--- src/core/pimc_pkg.sv ---
// Constants and types for the peripheral interrupt and mode control block
package pimc_pkg;
    // Register indices; byte address is four times the index
    localparam logic [15:0] IDX_PIO_EN_LO = 16'h2006;
    localparam logic [15:0] IDX_PIO_FLG_LO = 16'h2007;
    localparam logic [15:0] IDX_MODE = 16'h2015;
    localparam logic [15:0] IDX_SYSTEM_STATUS = 16'h2016;
    localparam logic [15:0] IDX_TSF = 16'h2017;
    localparam logic [15:0] IDX_PIO_EN_HI = 16'h2046;
    localparam logic [15:0] IDX_PIO_FLG_HI = 16'h2047;
    localparam logic [15:0] IDX_SWTRIP = 16'h2061;
    localparam logic [15:0] IDX_SYSCTL = 16'h3FFF;
    localparam logic [15:0] IDX_IFC = 16'h2100;
    localparam logic [15:0] IDX_ICTL = 16'h2101;
    localparam logic [15:0] IDX_CORE_INTERRUPT_MASK = 16'h2102;
    localparam logic [15:0] IDX_IPEND = 16'h2103;
    // Field positions
    localparam int ICTL_RX_EDGE = 0;
    localparam int ICTL_TX_EDGE = 1;
    localparam int ICTL_PER_EDGE = 2;
    localparam int ICTL_NEST = 4;
    localparam int MODE_RXSEL = 4;
    localparam int MODE_UART = 5;
    localparam int SYSCTL_ALT = 10;
    localparam int IFC_FORCE = 8;
    localparam int TSF_TRIP = 0;
    localparam int TSF_SYNC = 1;
    // Core interrupt indices, higher index wins
    localparam int CI_TIMER = 0;
    localparam int CI_RX = 1;
    localparam int CI_TX = 2;
    localparam int CI_PER = 7;
    // Mask bit position of each core interrupt
    localparam logic [7:0][3:0] MASK_POS = {4'h9, 4'h8, 4'h7, 4'h1, 4'h2, 4'h4, 4'h3, 4'h0};
    // Vector word addresses per core interrupt
    localparam logic [7:0][5:0] VEC = {6'h04, 6'h14, 6'h10, 6'h18, 6'h1C, 6'h20, 6'h24, 6'h28};
    localparam logic [5:0] VEC_TRIP = 6'h2C;
    localparam logic [5:0] VEC_SYNC = 6'h0C;
    localparam logic [5:0] VEC_PIO = 6'h08;
    // Reset values
    localparam logic [15:0] RST_16 = 16'h0000;
    localparam logic [8:0] RST_9 = 9'h000;
    localparam logic [7:0] RST_8 = 8'h00;

    typedef struct packed {
        logic cyc;
        logic stb;
        logic we;
        logic [3:0] sel;
        logic [17:0] adr;
        logic [31:0] dat;
    } pimc_wb_req_t;
endpackage

--- src/core/pimc_top.sv ---
// Peripheral interrupt collection, core interrupt control and serial pin mux
// Function
// (RULE1) Force/clear register: low byte clears, high forces
// (RULE2) Software interrupts only from force bits 11,12
// (RULE3) Control bit 0: receive interrupt edge or level
// (RULE4) Bits 1,2: transmit and peripheral sensitivity
// (RULE5) Software keeps peripheral interrupt level sensitive
// (RULE6) Nesting allowed only while control bit 4 set
// (RULE7) Four-word vector slots within words 0x00-0x2F
// (RULE8) Unmasked core interrupt dispatches without extra delay
// (RULE9) Peripheral events set flags, hold line low
// (RULE10) Highest priority pending source served first
// (RULE11) Reading trip/sync status clears and acknowledges
// (RULE12) Reading either pin flag register clears both
// (RULE13) Any reset kind restores peripheral registers
// (RULE14) System status shows trip, watchdog, timer
// (RULE15) Mode bit 4 picks second receive pin
// (RULE16) Mode bit 5 ties receive data, frame sync
// (RULE17) UART mode drives frame-sync pin from flag
// (RULE18) Control bit 10: receive flag in, transmit flag out
// (RULE19) Alternate mode: frame-sync pins become interrupts
// (RULE20) Trip from pin fall, overcurrent, software write
// (RULE21) Sync interrupt on rising sync pulse edge
// (RULE22) Software enables mask bit 9 for peripherals
// (RULE23) Event during clearing read stays pending
module pimc_top (
    // Clock and reset
    input wire logic clk_i,
    input wire logic rst_i,
    input wire logic sw_reset_i,
    input wire logic wdog_reset_i,
    // Wishbone slave
    input wire pimc_pkg::pimc_wb_req_t wb_i,
    output logic [31:0] wb_dat_o,
    output logic wb_ack_o,
    // Sequencer side
    input wire logic timer_irq_i,
    input wire logic sport_rx_irq_i,
    input wire logic sport_tx_irq_i,
    input wire logic irq_take_i,
    input wire logic irq_return_i,
    output logic irq_req_o,
    output logic [5:0] irq_vector_o,
    // Motor-control peripheral events
    input wire logic trip_input_n_i,
    input wire logic overcurrent_i,
    input wire logic pwm_sync_pulse_i,
    input wire logic [8:0] pio_pins_i,
    input wire logic wdog_state_i,
    input wire logic [1:0] pwm_state_i,
    output logic peripheral_interrupt_line_n_o,
    // Serial port pins and internal side
    input wire logic receive_pin_first_i,
    input wire logic receive_pin_second_i,
    input wire logic receive_frame_sync_i,
    input wire logic transmit_frame_sync_i,
    input wire logic sport_dt_i,
    input wire logic sport_rfs_o_i,
    input wire logic sport_rfs_oe_i,
    input wire logic core_output_flag_i,
    input wire logic flag_output_pin_i,
    output logic internal_receive_input_o,
    output logic internal_rfs_o,
    output logic flag_input_pin_o,
    output logic transmit_data_pin_o,
    output logic receive_frame_sync_o,
    output logic receive_frame_sync_oe_o
);
    import pimc_pkg::*;

    // Any reset kind clears the peripheral registers; the bus acknowledge resets on rst_i only (see RULE13)
    wire rst_all = rst_i | sw_reset_i | wdog_reset_i;

    // Pin synchronisers
    logic [14:0] s1_q, s2_q;
    always_ff @(posedge clk_i) begin
        s1_q <= {overcurrent_i, trip_input_n_i, transmit_frame_sync_i,
                 receive_frame_sync_i, receive_pin_second_i, receive_pin_first_i, pio_pins_i};
        s2_q <= s1_q;
    end
    wire [8:0] pio_s = s2_q[8:0];
    wire rxa_s = s2_q[9];
    wire rxb_s = s2_q[10];
    wire rfs_s = s2_q[11];
    wire tfs_s = s2_q[12];
    wire trip_n_s = s2_q[13];
    wire oc_s = s2_q[14];

    // Registers
    logic [8:0] mode_q, pio_en_q, pio_flg_q, pio_prev_q;
    logic [15:0] sysctl_q, core_interrupt_mask_q;
    logic [4:0] ictl_q;
    logic [1:0] tsf_q;
    logic [7:0] lat_q, isv_q;
    logic [2:0] edge_prev_q;
    logic trip_prev_q, oc_prev_q, sync_prev_q, ack_q;
    logic [31:0] rdat_q;

    // Bus decode
    wire req = wb_i.cyc & wb_i.stb & ~ack_q;
    wire [15:0] idx = wb_i.adr[17:2];
    wire wr = req & wb_i.we;
    wire rd = req & ~wb_i.we;
    wire [15:0] wdat = wb_i.dat[15:0];
    wire [1:0] lane = wb_i.sel[1:0];
    wire wr_ifc = wr && idx == IDX_IFC && lane == 2'b11;
    wire rd_tsf = rd && idx == IDX_TSF;
    wire rd_pio = rd && (idx == IDX_PIO_FLG_LO || idx == IDX_PIO_FLG_HI);
    wire wr_swt = wr && idx == IDX_SWTRIP && lane[0] && wdat[0];
    wire [15:0] bmask = {{8{lane[1]}}, {8{lane[0]}}};

    // Peripheral event detection (see RULE20) (see RULE21)
    wire trip_ev = (trip_prev_q & ~trip_n_s) | (oc_s & ~oc_prev_q) | wr_swt;
    wire sync_ev = pwm_sync_pulse_i & ~sync_prev_q;
    wire [8:0] pio_ev = (pio_s ^ pio_prev_q) & pio_en_q;

    // Alternate serial configuration (see RULE18) (see RULE19)
    wire alt = sysctl_q[SYSCTL_ALT];
    wire uart = mode_q[MODE_UART];
    wire rx_sel = mode_q[MODE_RXSEL] ? rxb_s : rxa_s;
    wire rx_lvl = alt ? ~rfs_s : sport_rx_irq_i;
    wire tx_lvl = alt ? ~tfs_s : sport_tx_irq_i;
    wire per_lvl = (|tsf_q) | (|pio_flg_q);
    wire [2:0] lvl3 = {per_lvl, tx_lvl, rx_lvl};
    wire [2:0] edg3 = {ictl_q[ICTL_PER_EDGE], ictl_q[ICTL_TX_EDGE], ictl_q[ICTL_RX_EDGE]};
    wire [2:0] rise3 = lvl3 & ~edge_prev_q & edg3;
    wire [2:0] lvl_on = lvl3 & ~edg3;

    // Core pending vector; level sources show live (see RULE3) (see RULE4)
    logic [7:0] set_v, pend, en, act;
    always_comb begin
        set_v = 8'h00;
        set_v[CI_TIMER] = timer_irq_i;
        set_v[CI_RX] = rise3[0];
        set_v[CI_TX] = rise3[1];
        set_v[CI_PER] = rise3[2];
        pend = lat_q;
        pend[CI_RX] = lat_q[CI_RX] | lvl_on[0];
        pend[CI_TX] = lat_q[CI_TX] | lvl_on[1];
        pend[CI_PER] = lat_q[CI_PER] | lvl_on[2];
    end

    genvar g;
    generate
        for (g = 0; g < 8; g++) begin : g_mask
            assign en[g] = core_interrupt_mask_q[MASK_POS[g]];
        end
    endgenerate
    assign act = pend & en;

    // Priority select of pending and in-service (see RULE10)
    logic [2:0] best, top;
    always_comb begin
        best = 3'd0;
        top = 3'd0;
        for (int i = 0; i < 8; i++) begin
            if (act[i]) begin
                best = 3'(i);
            end
            if (isv_q[i]) begin
                top = 3'(i);
            end
        end
    end

    // Preemption only with nesting enabled (see RULE6)
    wire allowed = (isv_q == 8'h00) | (ictl_q[ICTL_NEST] & (best > top));
    assign irq_req_o = (|act) & allowed;

    // Vector slot, peripheral split by sub-source (see RULE7) (see RULE8)
    logic [5:0] per_vec;
    always_comb begin
        if (tsf_q[TSF_TRIP]) begin
            per_vec = VEC_TRIP;
        end else if (tsf_q[TSF_SYNC]) begin
            per_vec = VEC_SYNC;
        end else if (|pio_flg_q) begin
            per_vec = VEC_PIO;
        end else begin
            per_vec = VEC[CI_PER];
        end
    end
    assign irq_vector_o = (best == 3'(CI_PER)) ? per_vec : VEC[best];

    // Latched core interrupts; force wins over clear (see RULE1) (see RULE2)
    logic [7:0] lat_d, isv_d;
    always_comb begin
        lat_d = lat_q;
        isv_d = isv_q;
        if (irq_return_i && isv_q != 8'h00) begin
            isv_d[top] = 1'b0;
        end
        if (irq_take_i && irq_req_o) begin
            lat_d[best] = 1'b0;
            isv_d[best] = 1'b1;
        end
        if (wr_ifc) begin
            lat_d = (lat_d & ~wdat[7:0]) | wdat[15:IFC_FORCE];
        end
        lat_d = lat_d | set_v;
    end

    // Sticky flags; new event beats the clearing read (see RULE11) (see RULE12) (see RULE23)
    wire [1:0] tsf_d = (rd_tsf ? 2'b00 : tsf_q) | {sync_ev, trip_ev};
    wire [8:0] pio_d = (rd_pio ? 9'h000 : pio_flg_q) | pio_ev;

    always_ff @(posedge clk_i) begin
        if (rst_all) begin
            tsf_q <= 2'b00;
            pio_flg_q <= RST_9;
            lat_q <= RST_8;
            isv_q <= RST_8;
        end else begin
            tsf_q <= tsf_d; // see RULE9
            pio_flg_q <= pio_d; // see RULE9
            lat_q <= lat_d;
            isv_q <= isv_d;
        end
    end

    // Edge history; pins sampled after sync
    always_ff @(posedge clk_i) begin
        if (rst_all) begin
            edge_prev_q <= 3'b000;
            trip_prev_q <= 1'b1;
            oc_prev_q <= 1'b0;
            sync_prev_q <= 1'b0;
            pio_prev_q <= RST_9;
        end else begin
            edge_prev_q <= lvl3;
            trip_prev_q <= trip_n_s;
            oc_prev_q <= oc_s;
            sync_prev_q <= pwm_sync_pulse_i;
            pio_prev_q <= pio_s;
        end
    end

    // Software-written registers
    always_ff @(posedge clk_i) begin
        if (rst_all) begin
            mode_q <= RST_9;
            pio_en_q <= RST_9;
            sysctl_q <= RST_16;
            core_interrupt_mask_q <= RST_16;
            ictl_q <= 5'b00000;
        end else if (wr) begin
            if (idx == IDX_MODE) begin
                mode_q <= (mode_q & ~bmask[8:0]) | (wdat[8:0] & bmask[8:0]);
            end else if (idx == IDX_PIO_EN_LO && lane[0]) begin
                pio_en_q[7:0] <= wdat[7:0];
            end else if (idx == IDX_PIO_EN_HI && lane[0]) begin
                pio_en_q[8] <= wdat[0];
            end else if (idx == IDX_SYSCTL) begin
                sysctl_q <= (sysctl_q & ~bmask) | (wdat & bmask);
            end else if (idx == IDX_CORE_INTERRUPT_MASK) begin
                core_interrupt_mask_q <= (core_interrupt_mask_q & ~bmask) | (wdat & bmask);
            end else if (idx == IDX_ICTL && lane[0]) begin
                ictl_q <= wdat[4:0];
            end
        end
    end

    // Read mux; unmapped and write-only read zero (see RULE14)
    logic [15:0] rmux;
    always_comb begin
        if (idx == IDX_PIO_EN_LO) begin
            rmux = {8'h00, pio_en_q[7:0]};
        end else if (idx == IDX_PIO_FLG_LO) begin
            rmux = {8'h00, pio_flg_q[7:0]};
        end else if (idx == IDX_MODE) begin
            rmux = {7'h00, mode_q};
        end else if (idx == IDX_SYSTEM_STATUS) begin
            rmux = {12'h000, pwm_state_i, wdog_state_i, trip_n_s};
        end else if (idx == IDX_TSF) begin
            rmux = {14'h0000, tsf_q};
        end else if (idx == IDX_PIO_EN_HI) begin
            rmux = {15'h0000, pio_en_q[8]};
        end else if (idx == IDX_PIO_FLG_HI) begin
            rmux = {15'h0000, pio_flg_q[8]};
        end else if (idx == IDX_SYSCTL) begin
            rmux = sysctl_q;
        end else if (idx == IDX_ICTL) begin
            rmux = {11'h000, ictl_q};
        end else if (idx == IDX_CORE_INTERRUPT_MASK) begin
            rmux = core_interrupt_mask_q;
        end else if (idx == IDX_IPEND) begin
            rmux = {isv_q, pend};
        end else begin
            rmux = 16'h0000;
        end
    end

    // Single-wait-state acknowledge
    always_ff @(posedge clk_i) begin
        if (rst_i) begin
            ack_q <= 1'b0;
            rdat_q <= 32'h0000_0000;
        end else begin
            ack_q <= req;
            if (rd) begin
                rdat_q <= {16'h0000, rmux};
            end
        end
    end
    assign wb_ack_o = ack_q;
    assign wb_dat_o = rdat_q;

    // Held low while any flag pending (see RULE9)
    assign peripheral_interrupt_line_n_o = ~per_lvl;

    // Registered pin routing (see RULE15) (see RULE16) (see RULE17)
    always_ff @(posedge clk_i) begin
        if (rst_all) begin
            internal_receive_input_o <= 1'b0;
            internal_rfs_o <= 1'b0;
            flag_input_pin_o <= 1'b0;
            transmit_data_pin_o <= 1'b0;
            receive_frame_sync_o <= 1'b0;
            receive_frame_sync_oe_o <= 1'b0;
        end else begin
            internal_receive_input_o <= rx_sel;
            internal_rfs_o <= uart ? rx_sel : rfs_s;
            flag_input_pin_o <= alt ? rx_sel : 1'b0;
            transmit_data_pin_o <= alt ? flag_output_pin_i : sport_dt_i;
            receive_frame_sync_o <= uart ? core_output_flag_i : sport_rfs_o_i;
            receive_frame_sync_oe_o <= uart | sport_rfs_oe_i;
        end
    end

    AST_FORCE_SW: assert property (@(posedge clk_i) disable iff (rst_all) // see RULE1
        wr_ifc && wdat[12] |=> lat_q[4] || $past(irq_take_i))
        else $error("force bit did not raise software interrupt");
    AST_SW_ONLY: assert property (@(posedge clk_i) disable iff (rst_all) // see RULE2
        $rose(lat_q[3]) || $rose(lat_q[4]) |-> $past(wr_ifc))
        else $error("software interrupt without force write");
    AST_CLEAR: assert property (@(posedge clk_i) disable iff (rst_all) // see RULE1
        wr_ifc && wdat[3] && !wdat[11] |=> !lat_q[3])
        else $error("clear bit did not clear");
    AST_LEVEL: assert property (@(posedge clk_i) disable iff (rst_all) // see RULE3
        !ictl_q[ICTL_RX_EDGE] && rx_lvl |-> pend[CI_RX])
        else $error("level receive interrupt not pending");
    AST_NEST: assert property (@(posedge clk_i) disable iff (rst_all) // see RULE6
        isv_q != 8'h00 && !ictl_q[ICTL_NEST] |-> !irq_req_o)
        else $error("preemption with nesting off");
    AST_VEC: assert property (@(posedge clk_i) disable iff (rst_all) // see RULE7
        irq_req_o |-> irq_vector_o[1:0] == 2'b00 && irq_vector_o <= 6'h2C)
        else $error("vector outside table");
    AST_PLINE: assert property (@(posedge clk_i) disable iff (rst_all) // see RULE9
        $rose(tsf_q[TSF_SYNC]) |-> !peripheral_interrupt_line_n_o && $past(sync_ev))
        else $error("sync flag without cause or line");
    AST_TSF_CLR: assert property (@(posedge clk_i) disable iff (rst_all) // see RULE11
        rd_tsf && !trip_ev && !sync_ev |=> tsf_q == 2'b00)
        else $error("status read did not clear");
    AST_PIO_CLR: assert property (@(posedge clk_i) disable iff (rst_all) // see RULE12
        rd_pio && pio_ev == 9'h000 |=> pio_flg_q == 9'h000)
        else $error("pin flag read did not clear");
    AST_SETWIN: assert property (@(posedge clk_i) disable iff (rst_all) // see RULE23
        rd_tsf && (trip_ev || sync_ev) |=>
        tsf_q[TSF_TRIP] == $past(trip_ev) && tsf_q[TSF_SYNC] == $past(sync_ev))
        else $error("event lost on clearing read");
    AST_RXSEL: assert property (@(posedge clk_i) disable iff (rst_all) // see RULE15
        mode_q[MODE_RXSEL] |=> internal_receive_input_o == $past(rxb_s))
        else $error("second receive pin not routed");
    AST_UART: assert property (@(posedge clk_i) disable iff (rst_all) // see RULE17
        uart |=> receive_frame_sync_o == $past(core_output_flag_i) && receive_frame_sync_oe_o)
        else $error("frame-sync pin not driven by flag");
endmodule

--- config.mk ---
export PLATFORM = sky130hd
export DESIGN_NAME = pimc_top
export DESIGN_NICKNAME = d
export VERILOG_FILES = /design/src/core/pimc_pkg.sv /design/src/core/pimc_top.sv
export SDC_FILE = /design/constraint.sdc
export NUM_CORES = 1
export LEC_CHECK = 0
export ABC_AREA = 1
export BUFFER_PORTS_ARGS = -buffer_cell sky130_fd_sc_hd__buf_2
export CORE_UTILIZATION = 30
export DETAILED_ROUTE_END_ITERATION = 7
export GPL_ROUTABILITY_DRIVEN = 0
export GPL_TIMING_DRIVEN = 0
export HOLD_SLACK_MARGIN = 0.02
export MAX_ROUTING_LAYER = met4
export PLACE_DENSITY = 0.57
export SLEW_MARGIN = 20
export SYNTH_ARGS = -nofsm -noshare
export SYNTH_HDL_FRONTEND = slang
export SYNTH_SLANG_ARGS = --single-unit
--- constraint.sdc ---
create_clock -name clk_i -period 2.22 [get_ports clk_i]
set_input_delay 0.111 -clock clk_i [delete_from_list [all_inputs] [get_ports clk_i]]
set_output_delay 0.111 -clock clk_i [all_outputs]
set_load 0.01 [all_outputs]
======== Word level (Yosys, flattened, before mapping) ========
Memories as Yosys holds them, arrays and structs flattened.
Index checks and enable logic that the tools add are counted.
storage, ports and cells
  bits in read-only memories .............. 48
  word-level logic and storage cells ...... 181
  bits in registers ....................... 150
  memories kept ........................... 1
cells by class
  multiplexer cells ....................... 46
  reductions and logical operators ........ 27
  order comparisons ....................... 5
  bitwise logic cells ..................... 62
  equal/unequal tests ..................... 15
memory list
  name              depth  bits a word  rd ports  clocked after Yosys merged registers in  wr ports  line             source
  (name not given)  8      6            1         0                                        0         pimc_top.sv:183  assign irq_vector_o = (best == 3'(CI_PER)) ? per_vec : VEC[best];
operator list
  cell                                             number
  == test 16 x 14 -> 1 bit, second input constant  13
  2-to-1 mux 16 bit                                11
  AND 16 bit                                       3
  2-to-1 mux 3 bit                                 12
  AND 8 bit                                        4
  2-to-1 mux 8 bit                                 4
  bitwise OR 16 bit                                2
  AND 9 bit                                        3
  inverter 8 bit                                   3
  bitwise OR 8 bit                                 3
  2-to-1 mux 6 bit                                 3
  bitwise OR 9 bit                                 2
  inverter 16 bit                                  1
  logical AND 1 bit                                14
  inverter 1 bit                                   14
  2-to-1 mux 1 bit                                 10
  bitwise OR 1 bit                                 10
  AND 1 bit                                        9
  AND 3 bit                                        3
  2-to-1 mux 9 bit                                 1
  inverter 9 bit                                   1
  OR reduction 9 bit                               1
  bitwise XOR 9 bit                                1
  logical NOT 8 bit                                1
  other kinds (20)                                 26

======== Depth between registers and ports, before layout ========
  depth after elaboration ................. 23
  depth in mapped cells ................... 21
  mapped depth without buffers ............ 21

======== Least setup slack after synthesis ========
Ideal clock, no wire load.
  path type ............................... register -> register
  from .................................... register pio_flg_q[8]
  to ...................................... register lat_q[7]
  setup time .............................. 0.128 ns
  required time ........................... 2.092 ns
  cell stages (with the launch flop) ...... 20
  path slack .............................. -0.331 ns
  arrival ................................. 2.423 ns
  cell sequence ........................... dfxtp_1 > or2_1 > nor2_1 > nand3_1 > nand2_1 > nand2_1 > nand2_2 > inv_2 > nor2_1 > nand2_1 > ha_1 > nand3_1 > nand2_1 > inv_1 > o21ai_1 > nand2_1 > a21boi_1 > nand3_1 > a21oi_1 > nor2_1
RTL lines
  item                    line             source
  from (decl)             pimc_top.sv:90   logic [8:0] mode_q, pio_en_q, pio_flg_q, pio_prev_q;
  from (signal assigned)  pimc_top.sv:215  pio_flg_q <= pio_d;
  OR reduction 9 bit *    pimc_top.sv:123  wire per_lvl = (|tsf_q) | (|pio_flg_q);
  bitwise OR 1 bit *      pimc_top.sv:123
  AND 3 bit *             pimc_top.sv:127  wire [2:0] lvl_on = lvl3 & ~edg3;
  bitwise OR 1 bit *      pimc_top.sv:140  pend[CI_PER] = lat_q[CI_PER] | lvl_on[2];
  AND 8 bit *             pimc_top.sv:149  assign act = pend & en;
  2-to-1 mux 3 bit        pimc_top.sv:157  if (act[i]) begin
  > comparator 3 bit      pimc_top.sv:167  wire allowed = (isv_q == 8'h00) | (ictl_q[ICTL_NEST] & (best > top));
  AND 1 bit               pimc_top.sv:167
  bitwise OR 1 bit        pimc_top.sv:167
  AND 1 bit *             pimc_top.sv:168  assign irq_req_o = (|act) & allowed;
  net irq_req_o           pimc_top.sv:42   output logic irq_req_o,
  logical AND 1 bit *     pimc_top.sv:193  if (irq_take_i && irq_req_o) begin
  2-to-1 mux 8 bit *      pimc_top.sv:193
  AND 8 bit               pimc_top.sv:198  lat_d = (lat_d & ~wdat[7:0]) | wdat[15:IFC_FORCE];
  bitwise OR 8 bit        pimc_top.sv:198
  2-to-1 mux 8 bit *      pimc_top.sv:197  if (wr_ifc) begin
  bitwise OR 8 bit *      pimc_top.sv:200  lat_d = lat_d | set_v;
  to (signal assigned)    pimc_top.sv:216  lat_q <= lat_d;
  to (decl)               pimc_top.sv:94   logic [7:0] lat_q, isv_q;
The timed path passes the listed nets; every way through them passes the cells marked *.
A chain may end at the register's enable or synchronous reset.

======== Worst setup path in the final report ========
  from .................................... register pio_flg_q[0]
  to ...................................... output port irq_req_o
between the ends
  word-level cells in the longest chain between the ends .. 10
ends and longest elaborated chain
  item                  line
  OR reduction 9 bit *  pimc_top.sv:123
  bitwise OR 1 bit *    pimc_top.sv:123
  AND 3 bit *           pimc_top.sv:127
  bitwise OR 1 bit *    pimc_top.sv:140
  AND 8 bit *           pimc_top.sv:149
  2-to-1 mux 3 bit      pimc_top.sv:157
  > comparator 3 bit    pimc_top.sv:167
  AND 1 bit             pimc_top.sv:167
  bitwise OR 1 bit      pimc_top.sv:167
  AND 1 bit *           pimc_top.sv:168
  to (decl)             pimc_top.sv:42
Every way passes the cells marked *; elsewhere a longest branch is shown, timed or not.

==> metrics.txt <==
post-layout util a little over 40%; # IOs between 100 and 150; top cell type's share of synthesized area between 40 and 50%; clk sinks 150; simple-gate share of the synthesized area roughly a fifth; power per cell area ~650 nW/um^2; top-count cell post-synth dfxtp_1; Final Slew Violations 0; Starting Density ~31%; die area 23000 um^2; Warnings, synthesis 0; Fmax achieved 371 MHz; CTS tree built; CP Launch Point pio_flg_q[0]; 1st-iter DRT viols ~500; failing checks negative setup slack; Hold/Removal Path Class input port to register; Worst R2R Start pio_flg_q[0]; DRC 0; startpoint types register; Clock Root Buffer clkbuf_16; register bit count reported by yosys 150; Syn Area/Cell between 7 and 8 um^2; P&R area growth vs syn 34.3%; CTS clk-pin slew, worst paths 0.06 ns; CP arrival 2.59 ns; layout cells sized above 1 26.0%; GRT Residual Overflow 0; GRT Util Overall between 10% and 20%; Final Cycle Share 121%; mux contribution to synthesized area 0.149%; fin cells 1365; Hold Path Origin wb_i[1]; number of global-route vias before repair 6090; first-pass GRT wire length roughly 33000 um; Post-synth ARST share 0%; drt wl/cell 16.0 um; Synth Cell Area 6730 um^2; Final ANT Viol Nets 0; DR pass1 iterations 5; Tightest Pin Transition 1.03 ns; Reg area 3010 um^2; status finished, violations left; CTS max path bufs 2; Setup-failing EPs final 21; Final Hold Fails 0; worst relative slew slack ~31%; DIE WIDTH 152 um; Max Cap Viol 0; TritonCTS Buffers 17; cell taking the most area after synthesis dfxtp_1; Setup TNS Final -6.81 ns; initial antenna violation count 0; Syn Inst Count roughly 880; DR vias/cell between 4 and 5; Pleak 3.81 nW; kind of critical path register to output port; dpl hpwl ~16000 um; # rows 54; nets between 1000 and 1500; worst-skew pair later-pin latency 0.43 ns; combinational family with the most area after synthesis compound AO/OA/AOI/OAI gates; area occupied by multi-input gates 3300 um^2; dpl cells around 1300; top_reg_cell synth dfxtp_1; Final min period between 2 and 3 ns; DRT Wirelength 21900 um; I/O Buffers 98; CP endpoint kind output port; Post-Synth Adder-Cell Area less than 1%; RSZ-0062 raised after global routing true; Synth cell types between 50 and 60; Post-synth EDFFs 0; filler instances ~2300; DR vias between 6000 and 7000; PnR worst setup slack -0.476 ns; CTS HTree Levels 4; Synth area leaders dfxtp_1 (45%), a21oi_1 (7.4%), inv_1 (7.1%); clock skew 0.0103 ns; post-synthesis xor/xnor area fraction less than 1%; CP required 2.11 ns; register area share after synthesis 44.6%; complex-gate fraction of the synthesized area 21.6%; Ant. Diodes 0; peak supply drop around 0.00062 V; top cells by count, synth dfxtp_1 (150), inv_1 (127), nand2_1 (120), a21oi_1 (100), o21ai_0 (76); chip height approximately 150 um; crit path max fanout 3; core footprint roughly 22000 um^2; largest net degree at the start of global routing 17
## routing by layer
layer / vias to the layer above / GRT usage, % / wire length [um] / part of all wire [%]
li1: 3291 / - / - / -
met1: 3022 / 25.6 / 10300 / 47
met2: 210 / 29.5 / 9900 / 45
met3: 35 / 3.76 / 1250 / 5.7
met4: 0 / 6.05 / 414 / 1.9
met5: - / - / 0 / 0
## where the power goes
group	switching, W	internal, W
combinational	0.000230	0.000158
clock	0.00123	0.00149
sequential	0.0000167	0.00273
total	0.00148	0.00438
## timing repair
| action | in CTS | in global routing |
|---|---|---|
| hold buffers | 36 | 0 |
| endpoints found under the hold margin | 37 | 0 |
| gates resized for setup | 36 | 37 |
| pin swaps | 23 | 24 |
| endpoints found under the setup margin | 21 | 74 |
| cloned | 0 | 0 |
| setup buffers | 22 | 7 |
## logic make-up (layout without fill, tap and decap cells)
family	after synthesis	after routing
AO/OA/AOI/OAI	247	247
AND/OR/NAND/NOR	290	290
other	1	18
multiplexers	1	1
buffers and inverters	176	369
flip-flops	150	150
XOR/XNOR	5	5
adder cells (fa/ha/maj)	5	5
## layout by cell type, fill, tap and decap left out, types with 18 or more instances in the layout
cell type      synthesis  final
conb_1                 1     18
dlygate4sd3_1          0     36
o21ai_0               76     72
buf_4                 19     45
nand3_1               32     27
a21oi_1              100     90
buf_2                  2     98
inv_1                127    122
nand2_1              120    110
dfxtp_1              150    147
nor2_1                75     69
## path summary, 6_finish.rpt
check | end | cells past startpoint | slack, ns
max | irq_req_o | 15 | -0.48
min | register | 3 | 0.04
max reg2reg | lat_q[4] | 18 | -0.41
min reg2reg | s2_q[1] | 0 | 0.32
## final cells by class
cell class	count	share of cell area, %
buffer	38	2.67
clock buffer	18	4.86
clock inverter	14	1.23
inverter	138	5.87
multi-input combinational	566	36.5
sequential	150	33.3
tap	280	3.87
timing repair buffer	161	11.8
## per-stage QoR
stage | worst slack [ns] | hold slack [ns] | total power, W | instance area [um^2]
2_1_floorplan | -0.177 | 0.139 | 0.00297 | 6820
4_1_cts | -0.539 | 0.0259 | 0.00589 | 8850
6_report | -0.476 | 0.0367 | 0.00586 | 9040
3_3_place_gp | -0.811 | 0.214 | 0.00313 | 7660
3_5_place_dp | -0.822 | 0.216 | 0.00313 | 7660
5_1_grt | -0.619 | 0.0307 | 0.00606 | 9040
## worst max-delay path: stages (launching register included)
cell and delay (ns):
dfxtp_2 0.32, or2_4 0.26, nor2_4 0.14, nand3_2 0.10, nand2_2 0.07, nand2_2 0.07
nand2_4 0.07, inv_4 0.05, nor2_4 0.11, nand2_4 0.07, ha_4 0.28, nand3_2 0.08
o21ai_2 0.16, nand2_2 0.08, a21boi_2 0.16, buf_2 0.15
(Power assumes the default switching activity.)
